[src/rtl/iad_linear_map.sv]
/*
 * Constants package of the indirect address decoder, and the linear-region
 * mapper that turns a linear pointer into an absolute data-memory address.
 * Assumes a single core instruction clock and pointers already range-checked
 * by the caller before the mapped address is used.
 */
// Notes on behaviour
// - window access goes to the pointed location
// - pointer at window: read 0, no write
// - pointer is high byte joined low byte
// - 0x000-0xfff map onto absolute data addresses
// - 0x2000-0x29af map onto banked 80-byte RAM
// - unimplemented locations read as 0x00
// - linear addresses run on into next bank
// - common memory never appears in linear region
// - pointer msb set selects program memory
// - program read returns low eight bits
// - writes to program memory are dropped
// - program access costs one extra cycle
`default_nettype none

// ============================================================
// package
package iad_pkg;
	localparam int IAD_PTR_W = 16;
	localparam int IAD_DADDR_W = 12;
	localparam int IAD_PADDR_W = 15;
	localparam int IAD_PWORD_W = 14;
	localparam int IAD_DATA_W = 8;
	localparam int IAD_BANK_W = 5;
	localparam int IAD_OFS_W = 7;
	localparam int IAD_PROG_BIT = 15;
	localparam logic [15:0] IAD_TRAD_LAST = 16'h0fff;
	localparam logic [15:0] IAD_LIN_BASE = 16'h2000;
	localparam logic [15:0] IAD_LIN_LAST = 16'h29af;
	localparam logic [11:0] IAD_LIN_BANK_BYTES = 12'h050;
	localparam logic [6:0] IAD_BANK_RAM_START = 7'h20;
	localparam logic [6:0] IAD_BANK_RAM_LAST = 7'h6f;
	localparam logic [6:0] IAD_WIN_OFS0 = 7'h00;
	localparam logic [6:0] IAD_WIN_OFS1 = 7'h01;
	localparam logic [7:0] IAD_RD_ZERO = 8'h00;
	// clock edges from request to done
	localparam int IAD_LAT_DATA = 3;
	localparam int IAD_LAT_PROG = 4;

	typedef enum logic [1:0] {
		IAD_RG_DATA,
		IAD_RG_LIN,
		IAD_RG_PROG,
		IAD_RG_NONE
	} iad_region_t;

	typedef enum logic [1:0] {
		IAD_ST_IDLE,
		IAD_ST_ISSUE,
		IAD_ST_CAPT,
		IAD_ST_EXTRA
	} iad_state_t;
endpackage

// ============================================================
// linear mapper
module iad_linear_map
	import iad_pkg::*;
(
	// linear pointer
	input wire logic [IAD_PTR_W-1:0] i_ptr,
	// absolute data address
	output logic [IAD_DADDR_W-1:0] o_addr
);
	logic [IAD_DADDR_W-1:0] lin_ofs;
	logic [IAD_DADDR_W-1:0] bank_q;
	logic [IAD_DADDR_W-1:0] bank_r;

	always_comb
	begin
		lin_ofs = i_ptr[IAD_DADDR_W-1:0] - IAD_LIN_BASE[IAD_DADDR_W-1:0];
		bank_q = lin_ofs / IAD_LIN_BANK_BYTES;
		bank_r = lin_ofs % IAD_LIN_BANK_BYTES;
		// remainder below 80 keeps clear of the common bytes at the bank top
		o_addr = {bank_q[IAD_BANK_W-1:0],
			IAD_BANK_RAM_START + bank_r[IAD_OFS_W-1:0]};
	end
endmodule

`default_nettype wire
[src/rtl/iad_decoder.sv]
/*
 * Indirect address decoder: routes one indirect-window access per request to
 * data memory (absolute or linear view), program memory, or nowhere.
 * Assumes synchronous memories that return read data one clock after the
 * enable is sampled, and a core that holds off new requests while busy.
 */
`default_nettype none

module iad_decoder
	import iad_pkg::*;
(
	// clock and reset
	input wire logic i_ref_clk,
	input wire logic i_rst,
	// core request
	input wire logic i_acc_valid,
	input wire logic i_acc_write,
	input wire logic [7:0] i_pointer_high_byte,
	input wire logic [7:0] i_pointer_low_byte,
	input wire logic [IAD_DATA_W-1:0] i_acc_wdata,
	// core answer
	output logic o_busy,
	output logic o_done,
	output logic o_extra_cycle,
	output logic [IAD_DATA_W-1:0] o_rdata,
	// data memory
	output logic o_dmem_en,
	output logic o_dmem_we,
	output logic [IAD_DADDR_W-1:0] o_dmem_addr,
	output logic [IAD_DATA_W-1:0] o_dmem_wdata,
	input wire logic [IAD_DATA_W-1:0] i_dmem_rdata,
	// program memory, read only
	output logic o_pmem_en,
	output logic [IAD_PADDR_W-1:0] o_pmem_addr,
	input wire logic [IAD_PWORD_W-1:0] i_pmem_rdata
);
	// ============================================================
	// decode helpers
	function automatic logic is_window(input logic [IAD_PTR_W-1:0] ptr);
		logic [IAD_OFS_W-1:0] ofs;
		ofs = ptr[IAD_OFS_W-1:0];
		is_window = (ptr <= IAD_TRAD_LAST)
			&& ((ofs == IAD_WIN_OFS0) || (ofs == IAD_WIN_OFS1));
	endfunction

	function automatic iad_region_t region_of(input logic [IAD_PTR_W-1:0] ptr);
		if (ptr[IAD_PROG_BIT])
			region_of = IAD_RG_PROG;
		else if (is_window(ptr))
			region_of = IAD_RG_NONE;
		else if (ptr <= IAD_TRAD_LAST)
			region_of = IAD_RG_DATA;
		else if ((ptr >= IAD_LIN_BASE) && (ptr <= IAD_LIN_LAST))
			region_of = IAD_RG_LIN;
		else
			region_of = IAD_RG_NONE;
	endfunction

	// ============================================================
	// request decode
	logic [IAD_PTR_W-1:0] req_ptr;
	logic accept;
	iad_region_t req_region;
	logic [IAD_DADDR_W-1:0] lin_addr;

	assign req_ptr = {i_pointer_high_byte, i_pointer_low_byte};

	iad_linear_map u_linear_map (
		.i_ptr(req_ptr),
		.o_addr(lin_addr)
	);

	// ============================================================
	// state
	iad_state_t state_ff, nxt_state;
	iad_region_t region_ff, nxt_region;
	logic write_ff, nxt_write;
	logic busy_ff, nxt_busy;
	logic done_ff, nxt_done;
	logic extra_ff, nxt_extra;
	logic [IAD_DATA_W-1:0] rdata_ff, nxt_rdata;
	logic dmem_en_ff, nxt_dmem_en;
	logic dmem_we_ff, nxt_dmem_we;
	logic [IAD_DADDR_W-1:0] dmem_addr_ff, nxt_dmem_addr;
	logic [IAD_DATA_W-1:0] dmem_wdata_ff, nxt_dmem_wdata;
	logic pmem_en_ff, nxt_pmem_en;
	logic [IAD_PADDR_W-1:0] pmem_addr_ff, nxt_pmem_addr;

	assign accept = i_acc_valid && (state_ff == IAD_ST_IDLE);
	assign req_region = region_of(req_ptr);

	always_comb
	begin
		nxt_state = state_ff;
		nxt_region = region_ff;
		nxt_write = write_ff;
		nxt_busy = busy_ff;
		nxt_done = 1'b0;
		nxt_extra = 1'b0;
		nxt_rdata = rdata_ff;
		nxt_dmem_en = 1'b0;
		nxt_dmem_we = 1'b0;
		nxt_dmem_addr = dmem_addr_ff;
		nxt_dmem_wdata = dmem_wdata_ff;
		nxt_pmem_en = 1'b0;
		nxt_pmem_addr = pmem_addr_ff;
		case (state_ff)
			IAD_ST_IDLE:
			begin
				if (accept)
				begin
					nxt_state = IAD_ST_ISSUE;
					nxt_busy = 1'b1;
					nxt_region = req_region;
					nxt_write = i_acc_write;
					nxt_dmem_wdata = i_acc_wdata;
					// the window never reaches memory itself; it reads zero and writes are dropped
					if (req_region == IAD_RG_DATA)
					begin
						nxt_dmem_en = 1'b1;
						nxt_dmem_we = i_acc_write;
						nxt_dmem_addr = req_ptr[IAD_DADDR_W-1:0];
					end
					else if (req_region == IAD_RG_LIN)
					begin
						nxt_dmem_en = 1'b1;
						nxt_dmem_we = i_acc_write;
						nxt_dmem_addr = lin_addr;
					end
					else if (req_region == IAD_RG_PROG)
					begin
						nxt_pmem_en = !i_acc_write;
						nxt_pmem_addr = req_ptr[IAD_PADDR_W-1:0];
					end
				end
			end
			IAD_ST_ISSUE:
				nxt_state = IAD_ST_CAPT;
			IAD_ST_CAPT:
			begin
				if (write_ff || (region_ff == IAD_RG_NONE))
					nxt_rdata = IAD_RD_ZERO;
				else if (region_ff == IAD_RG_PROG)
					nxt_rdata = i_pmem_rdata[IAD_DATA_W-1:0];
				else
					nxt_rdata = i_dmem_rdata;
				if (region_ff == IAD_RG_PROG)
				begin
					// program memory stretches the instruction by one cycle
					nxt_state = IAD_ST_EXTRA;
					nxt_extra = 1'b1;
				end
				else
				begin
					nxt_state = IAD_ST_IDLE;
					nxt_done = 1'b1;
					nxt_busy = 1'b0;
				end
			end
			IAD_ST_EXTRA:
			begin
				nxt_state = IAD_ST_IDLE;
				nxt_done = 1'b1;
				nxt_busy = 1'b0;
			end
			default:
			begin
				nxt_state = IAD_ST_IDLE;
				nxt_busy = 1'b0;
			end
		endcase
	end

	always_ff @(posedge i_ref_clk)
	begin
		if (i_rst)
		begin
			state_ff <= IAD_ST_IDLE;
			region_ff <= IAD_RG_NONE;
			write_ff <= 1'b0;
			busy_ff <= 1'b0;
			done_ff <= 1'b0;
			extra_ff <= 1'b0;
			rdata_ff <= IAD_RD_ZERO;
			dmem_en_ff <= 1'b0;
			dmem_we_ff <= 1'b0;
			dmem_addr_ff <= '0;
			dmem_wdata_ff <= '0;
			pmem_en_ff <= 1'b0;
			pmem_addr_ff <= '0;
		end
		else
		begin
			state_ff <= nxt_state;
			region_ff <= nxt_region;
			write_ff <= nxt_write;
			busy_ff <= nxt_busy;
			done_ff <= nxt_done;
			extra_ff <= nxt_extra;
			rdata_ff <= nxt_rdata;
			dmem_en_ff <= nxt_dmem_en;
			dmem_we_ff <= nxt_dmem_we;
			dmem_addr_ff <= nxt_dmem_addr;
			dmem_wdata_ff <= nxt_dmem_wdata;
			pmem_en_ff <= nxt_pmem_en;
			pmem_addr_ff <= nxt_pmem_addr;
		end
	end

	assign o_busy = busy_ff;
	assign o_done = done_ff;
	assign o_extra_cycle = extra_ff;
	assign o_rdata = rdata_ff;
	assign o_dmem_en = dmem_en_ff;
	assign o_dmem_we = dmem_we_ff;
	assign o_dmem_addr = dmem_addr_ff;
	assign o_dmem_wdata = dmem_wdata_ff;
	assign o_pmem_en = pmem_en_ff;
	assign o_pmem_addr = pmem_addr_ff;

	// ============================================================
	// checks
	AST_DATA_ROUTE: assert property (@(posedge i_ref_clk) disable iff (i_rst)
		accept && (req_region == IAD_RG_DATA) |=> o_dmem_en
			&& (o_dmem_addr == $past(req_ptr[IAD_DADDR_W-1:0])))
		else $error("traditional pointer not passed to data memory");

	AST_WINDOW_SUPPRESS: assert property (@(posedge i_ref_clk) disable iff (i_rst)
		accept && is_window(req_ptr) |=> !o_dmem_en && !o_pmem_en
			##2 o_done && (o_rdata == 8'h00))
		else $error("window self access reached memory or read nonzero");

	AST_LIN_IN_BANK: assert property (@(posedge i_ref_clk) disable iff (i_rst)
		o_dmem_en && (region_ff == IAD_RG_LIN)
			|-> (o_dmem_addr[IAD_OFS_W-1:0] >= IAD_BANK_RAM_START)
			&& (o_dmem_addr[IAD_OFS_W-1:0] <= IAD_BANK_RAM_LAST))
		else $error("linear access outside the banked ram");

	AST_LIN_WRAP: assert property (@(posedge i_ref_clk) disable iff (i_rst)
		accept && (req_region == IAD_RG_LIN) && (req_ptr == 16'h2050)
			|=> o_dmem_addr == 12'h0a0)
		else $error("linear region does not continue into next bank");

	AST_UNIMP_ZERO: assert property (@(posedge i_ref_clk) disable iff (i_rst)
		accept && (req_region == IAD_RG_NONE) && !i_acc_write
			|=> !o_dmem_en ##2 o_done && (o_rdata == 8'h00))
		else $error("unimplemented read not zero");

	AST_PROG_NO_WRITE: assert property (@(posedge i_ref_clk) disable iff (i_rst)
		accept && req_ptr[IAD_PROG_BIT] && i_acc_write |=> !o_pmem_en && !o_dmem_en)
		else $error("program memory write not dropped");

	AST_PROG_ADDR: assert property (@(posedge i_ref_clk) disable iff (i_rst)
		accept && req_ptr[IAD_PROG_BIT] && !i_acc_write
			|=> o_pmem_en && (o_pmem_addr == $past(req_ptr[14:0])))
		else $error("program address not taken from low pointer bits");

	AST_PROG_LOW_BYTE: assert property (@(posedge i_ref_clk) disable iff (i_rst)
		(state_ff == IAD_ST_CAPT) && (region_ff == IAD_RG_PROG) && !write_ff
			|=> o_rdata == $past(i_pmem_rdata[7:0]))
		else $error("program read not low byte");

	AST_PROG_EXTRA: assert property (@(posedge i_ref_clk) disable iff (i_rst)
		accept && req_ptr[IAD_PROG_BIT] |=> !o_done [*3] ##1 o_done)
		else $error("program access not one cycle longer");

	AST_DATA_LAT: assert property (@(posedge i_ref_clk) disable iff (i_rst)
		accept && !req_ptr[IAD_PROG_BIT] |=> !o_done [*2] ##1 o_done && !o_extra_cycle)
		else $error("data access latency wrong");
endmodule

`default_nettype wire

[config.mk]
export PLATFORM = sky130hd
export DESIGN_NAME = iad_decoder
export DESIGN_NICKNAME = d
export VERILOG_FILES = /design/src/rtl/iad_linear_map.sv /design/src/rtl/iad_decoder.sv
export SDC_FILE = /design/constraint.sdc
export NUM_CORES = 1
export LEC_CHECK = 0
export CELL_PAD_IN_SITES_DETAIL_PLACEMENT = 1
export CELL_PAD_IN_SITES_GLOBAL_PLACEMENT = 2
export CORE_MARGIN = 2
export CORE_UTILIZATION = 36
export DETAILED_ROUTE_END_ITERATION = 8
export DONT_BUFFER_PORTS = 1
export GPL_ROUTABILITY_DRIVEN = 0
export PLACE_DENSITY = 0.88
export SYNTH_ARGS = -nofsm -noshare
export SYNTH_HDL_FRONTEND = slang
export SYNTH_SLANG_ARGS = --single-unit
[constraint.sdc]
create_clock -name i_ref_clk -period 5.9 [get_ports i_ref_clk]
set_input_delay 0.59 -clock i_ref_clk [delete_from_list [all_inputs] [get_ports i_ref_clk]]
set_output_delay 0.59 -clock i_ref_clk [all_outputs]
set_load 0.02 [all_outputs]
==> run_results.csv <==
group,metric,value,unit
logic_synthesis,syn_inst,372,
logic_synthesis,avgSynthCellArea,7.41,um^2
logic_synthesis,ys_ff_latch,54,
finish,drive_above_1_share,4.25,%
drt,dr.pass1.iters,4,
logic_synthesis,synth_compound_area_share,25.9,%
pwr,total_power,0.725,mW
setup_path,cp.required,6.12,ns
sta,rsz0062_at_grt,"no",
logic_synthesis,ys_top_cells_by_count,"92 x nand2_1, 58 x a21oi_1, 54 x dfxtp_1",
floorplan,die-area,8370,um^2
logic_synthesis,synth_top_area_share,39.2,%
logic_synthesis,dominantRegCellSynth,"dfxtp_1",
logic_synthesis,ys_warn_count,0,
floorplan,num_rows,31,
place,placedCellCount,444,
job,max_cap_viol_count,0,
cts,clockRootBuffer,"clkbuf_8",
drt,wl_per_cell,17.5,um
logic_synthesis,synth_top_family_by_area,"simple AND/OR/NAND/NOR gates",
sta,slew_viol_final,0,
sta,tightest_slew,1.00,ns
cts,holdBufCountCts,0,
global_routing,grt.total_usage,18.8,%
setup_path,cp_max_fo,20,
floorplan,core-area,7330,um^2
logic_synthesis,syn_nets,422,
logic_synthesis,synth.most_common_cell,"nand2_1",
drt,drtIter0Drc,96,
sta,hold_viol,0,
floorplan,start_util,37.6,%
pwr,power.leakage,1.00,nW
sta,maxSlewHeadroom,32.9,%
sta,finalClockSkew,0.00774,ns
pwr,max-vdd-ir-drop,0.114,mV
cts,cts_resized,0,
logic_synthesis,synth_adder_area_share,0,%
cts,cts_setup_buffers,0,
setup_path,rrSetupSlack,3.34,ns
finish,fill_cells,934,
global_routing,grt_pass1_vias,2591,
logic_synthesis,synth-xor-area-share,1.27,%
place,dp_hpwl,5610,um
finish,seq_area,1080,um^2
run_status,status,"complete, no violations",
setup_path,cp.arrival,2.82,ns
finish,multi_input_area,1530,um^2
sta,tns,0,ns
drt,postRouteAntennaNets,0,
drt,vias,2580,
drt,viasPerCell,5.71,
global_routing,antenna_found_initial,0,
cts,cts_tree,"yes",
setup_path,cp-start-kind,"input port",
place,postPlaceCellArea,2760,um^2
floorplan,die_h,91.5,um
global_routing,overflow,0,
place,io_buffers,0,
cts,cts_sinks,54,
finish,syn_to_final_growth,3.63,%
logic_synthesis,yosysSeqAreaShare,39.2,%
global_routing,grt_pass1_wl,12900,um
cts,cts_buffers,5,
floorplan,fp.dieW,91.5,um
finish,final_cells,452,
logic_synthesis,muxShareOfSynthArea,0.409,%
setup_path,path_class,"input port to flip-flop",
drt,routed_wl,7900,um
logic_synthesis,async_flop_share,0,%
sta,period_share,44.1,%
finish,fin_area,2860,um^2
cts,clk_latency,0.30,ns
sta,setup_violations,0,
cts,clockBufferDepth,2,
drt,drc,0,
floorplan,ios,99,
logic_synthesis,yosys.area_share.simple,27.9,%
logic_synthesis,yosysUniqueCellTypes,59,
logic_synthesis,ys_top_cells_by_area,"dfxtp_1 39%, nand2_1 13%, a21oi_1 11%",
finish,diodes,0,
sta,timing.fmax,384,MHz
global_routing,grt_max_degree,53,
finish,layout.nets,402,
logic_synthesis,syn_area,2760,um^2
hold_path,hold_class,"input port to flip-flop",
sta,whs,0.347,ns
setup_path,worst_setup_path_end_kind,"flip-flop",
cts,cts_max_level,2,
pwr,p_per_area,254,nW/um^2
sta,min_period,2.60,ns
logic_synthesis,synth_edf_count,0,
cts,path_clk_slew,0.09,ns
logic_synthesis,yosysTopAreaCell,"dfxtp_1",
logic make-up after synthesis:
logic type | count (synthesis)
AOI/OAI and AO/OA | 107
xor gates and xnor gates | 4
buffers and inverters | 34
DFF | 54
muxes | 1
and+or+nand+nor | 172
per-stage QoR:
step           setup WS [ns]  util (%)
2_1_floorplan           3.19         -
3_3_place_gp            3.01      37.7
3_5_place_dp            2.97      37.7
4_1_cts                 3.31      38.9
5_1_grt                 3.03      38.9
6_report                3.30      38.9
layer usage:
layer | up-vias | track usage [%] | wire length [um]
met5 | - | 0 | 0
met4 | 0 | 4.92 | 93
met3 | 10 | 8.13 | 800
met2 | 87 | 28.9 | 3360
met1 | 1226 | 24.3 | 3650
li1 | 1257 | - | -
layout by cell type (no fill, tap or decap), drive strengths merged, types with 5 or more instances in the layout:
master and n:
a21oi 58, o21ai 8, a211oi 5, clkbuf 7, nand2 93, nor2 31
nand3 5, dfxtp 54, nor2b 5, nand2b 6, inv 6, nor4 6
nor3 6
area by class of cell:
cell class	count	share of cell area, %
sequential	54	37.9
multi-input combinational	284	53.5
tap	99	4.34
clock inverter	1	0.175
inverter	6	0.789
clock buffer	7	3.02
timing repair buffer	1	0.263
worst max-delay path, stage by stage:
cell	delay, ns
nor2b_1	0.19
a22o_1	0.29
a211oi_4	0.36
and2_1	0.41
o21ai_1	0.12
or3_1	0.34
a211o_1	0.28
a311oi_1	0.24
worst paths after layout:
check | to | cells after the start | from
worst max register to register | o_dmem_addr[6] | 7 | state_ff[1]
worst min-delay path | o_extra_cycle | 1 | i_rst
worst max-delay path | o_dmem_addr[5] | 8 | i_pointer_high_byte[2]
worst min register to register | write_ff | 2 | write_ff
power by group:
group	internal, mW	switching, mW
registers	0.379	0.0256
clock network	0.0951	0.119
logic	0.0422	0.0651
total	0.516	0.209
flip-flops by register name, indices dropped and copies added, names as in the netlist, 2 cells and up:
register / flops
o_pmem_addr: 15
o_dmem_wdata: 8
region_ff: 2
o_rdata: 8
state_ff: 2
o_dmem_addr: 12
(Power assumes the default switching activity.)
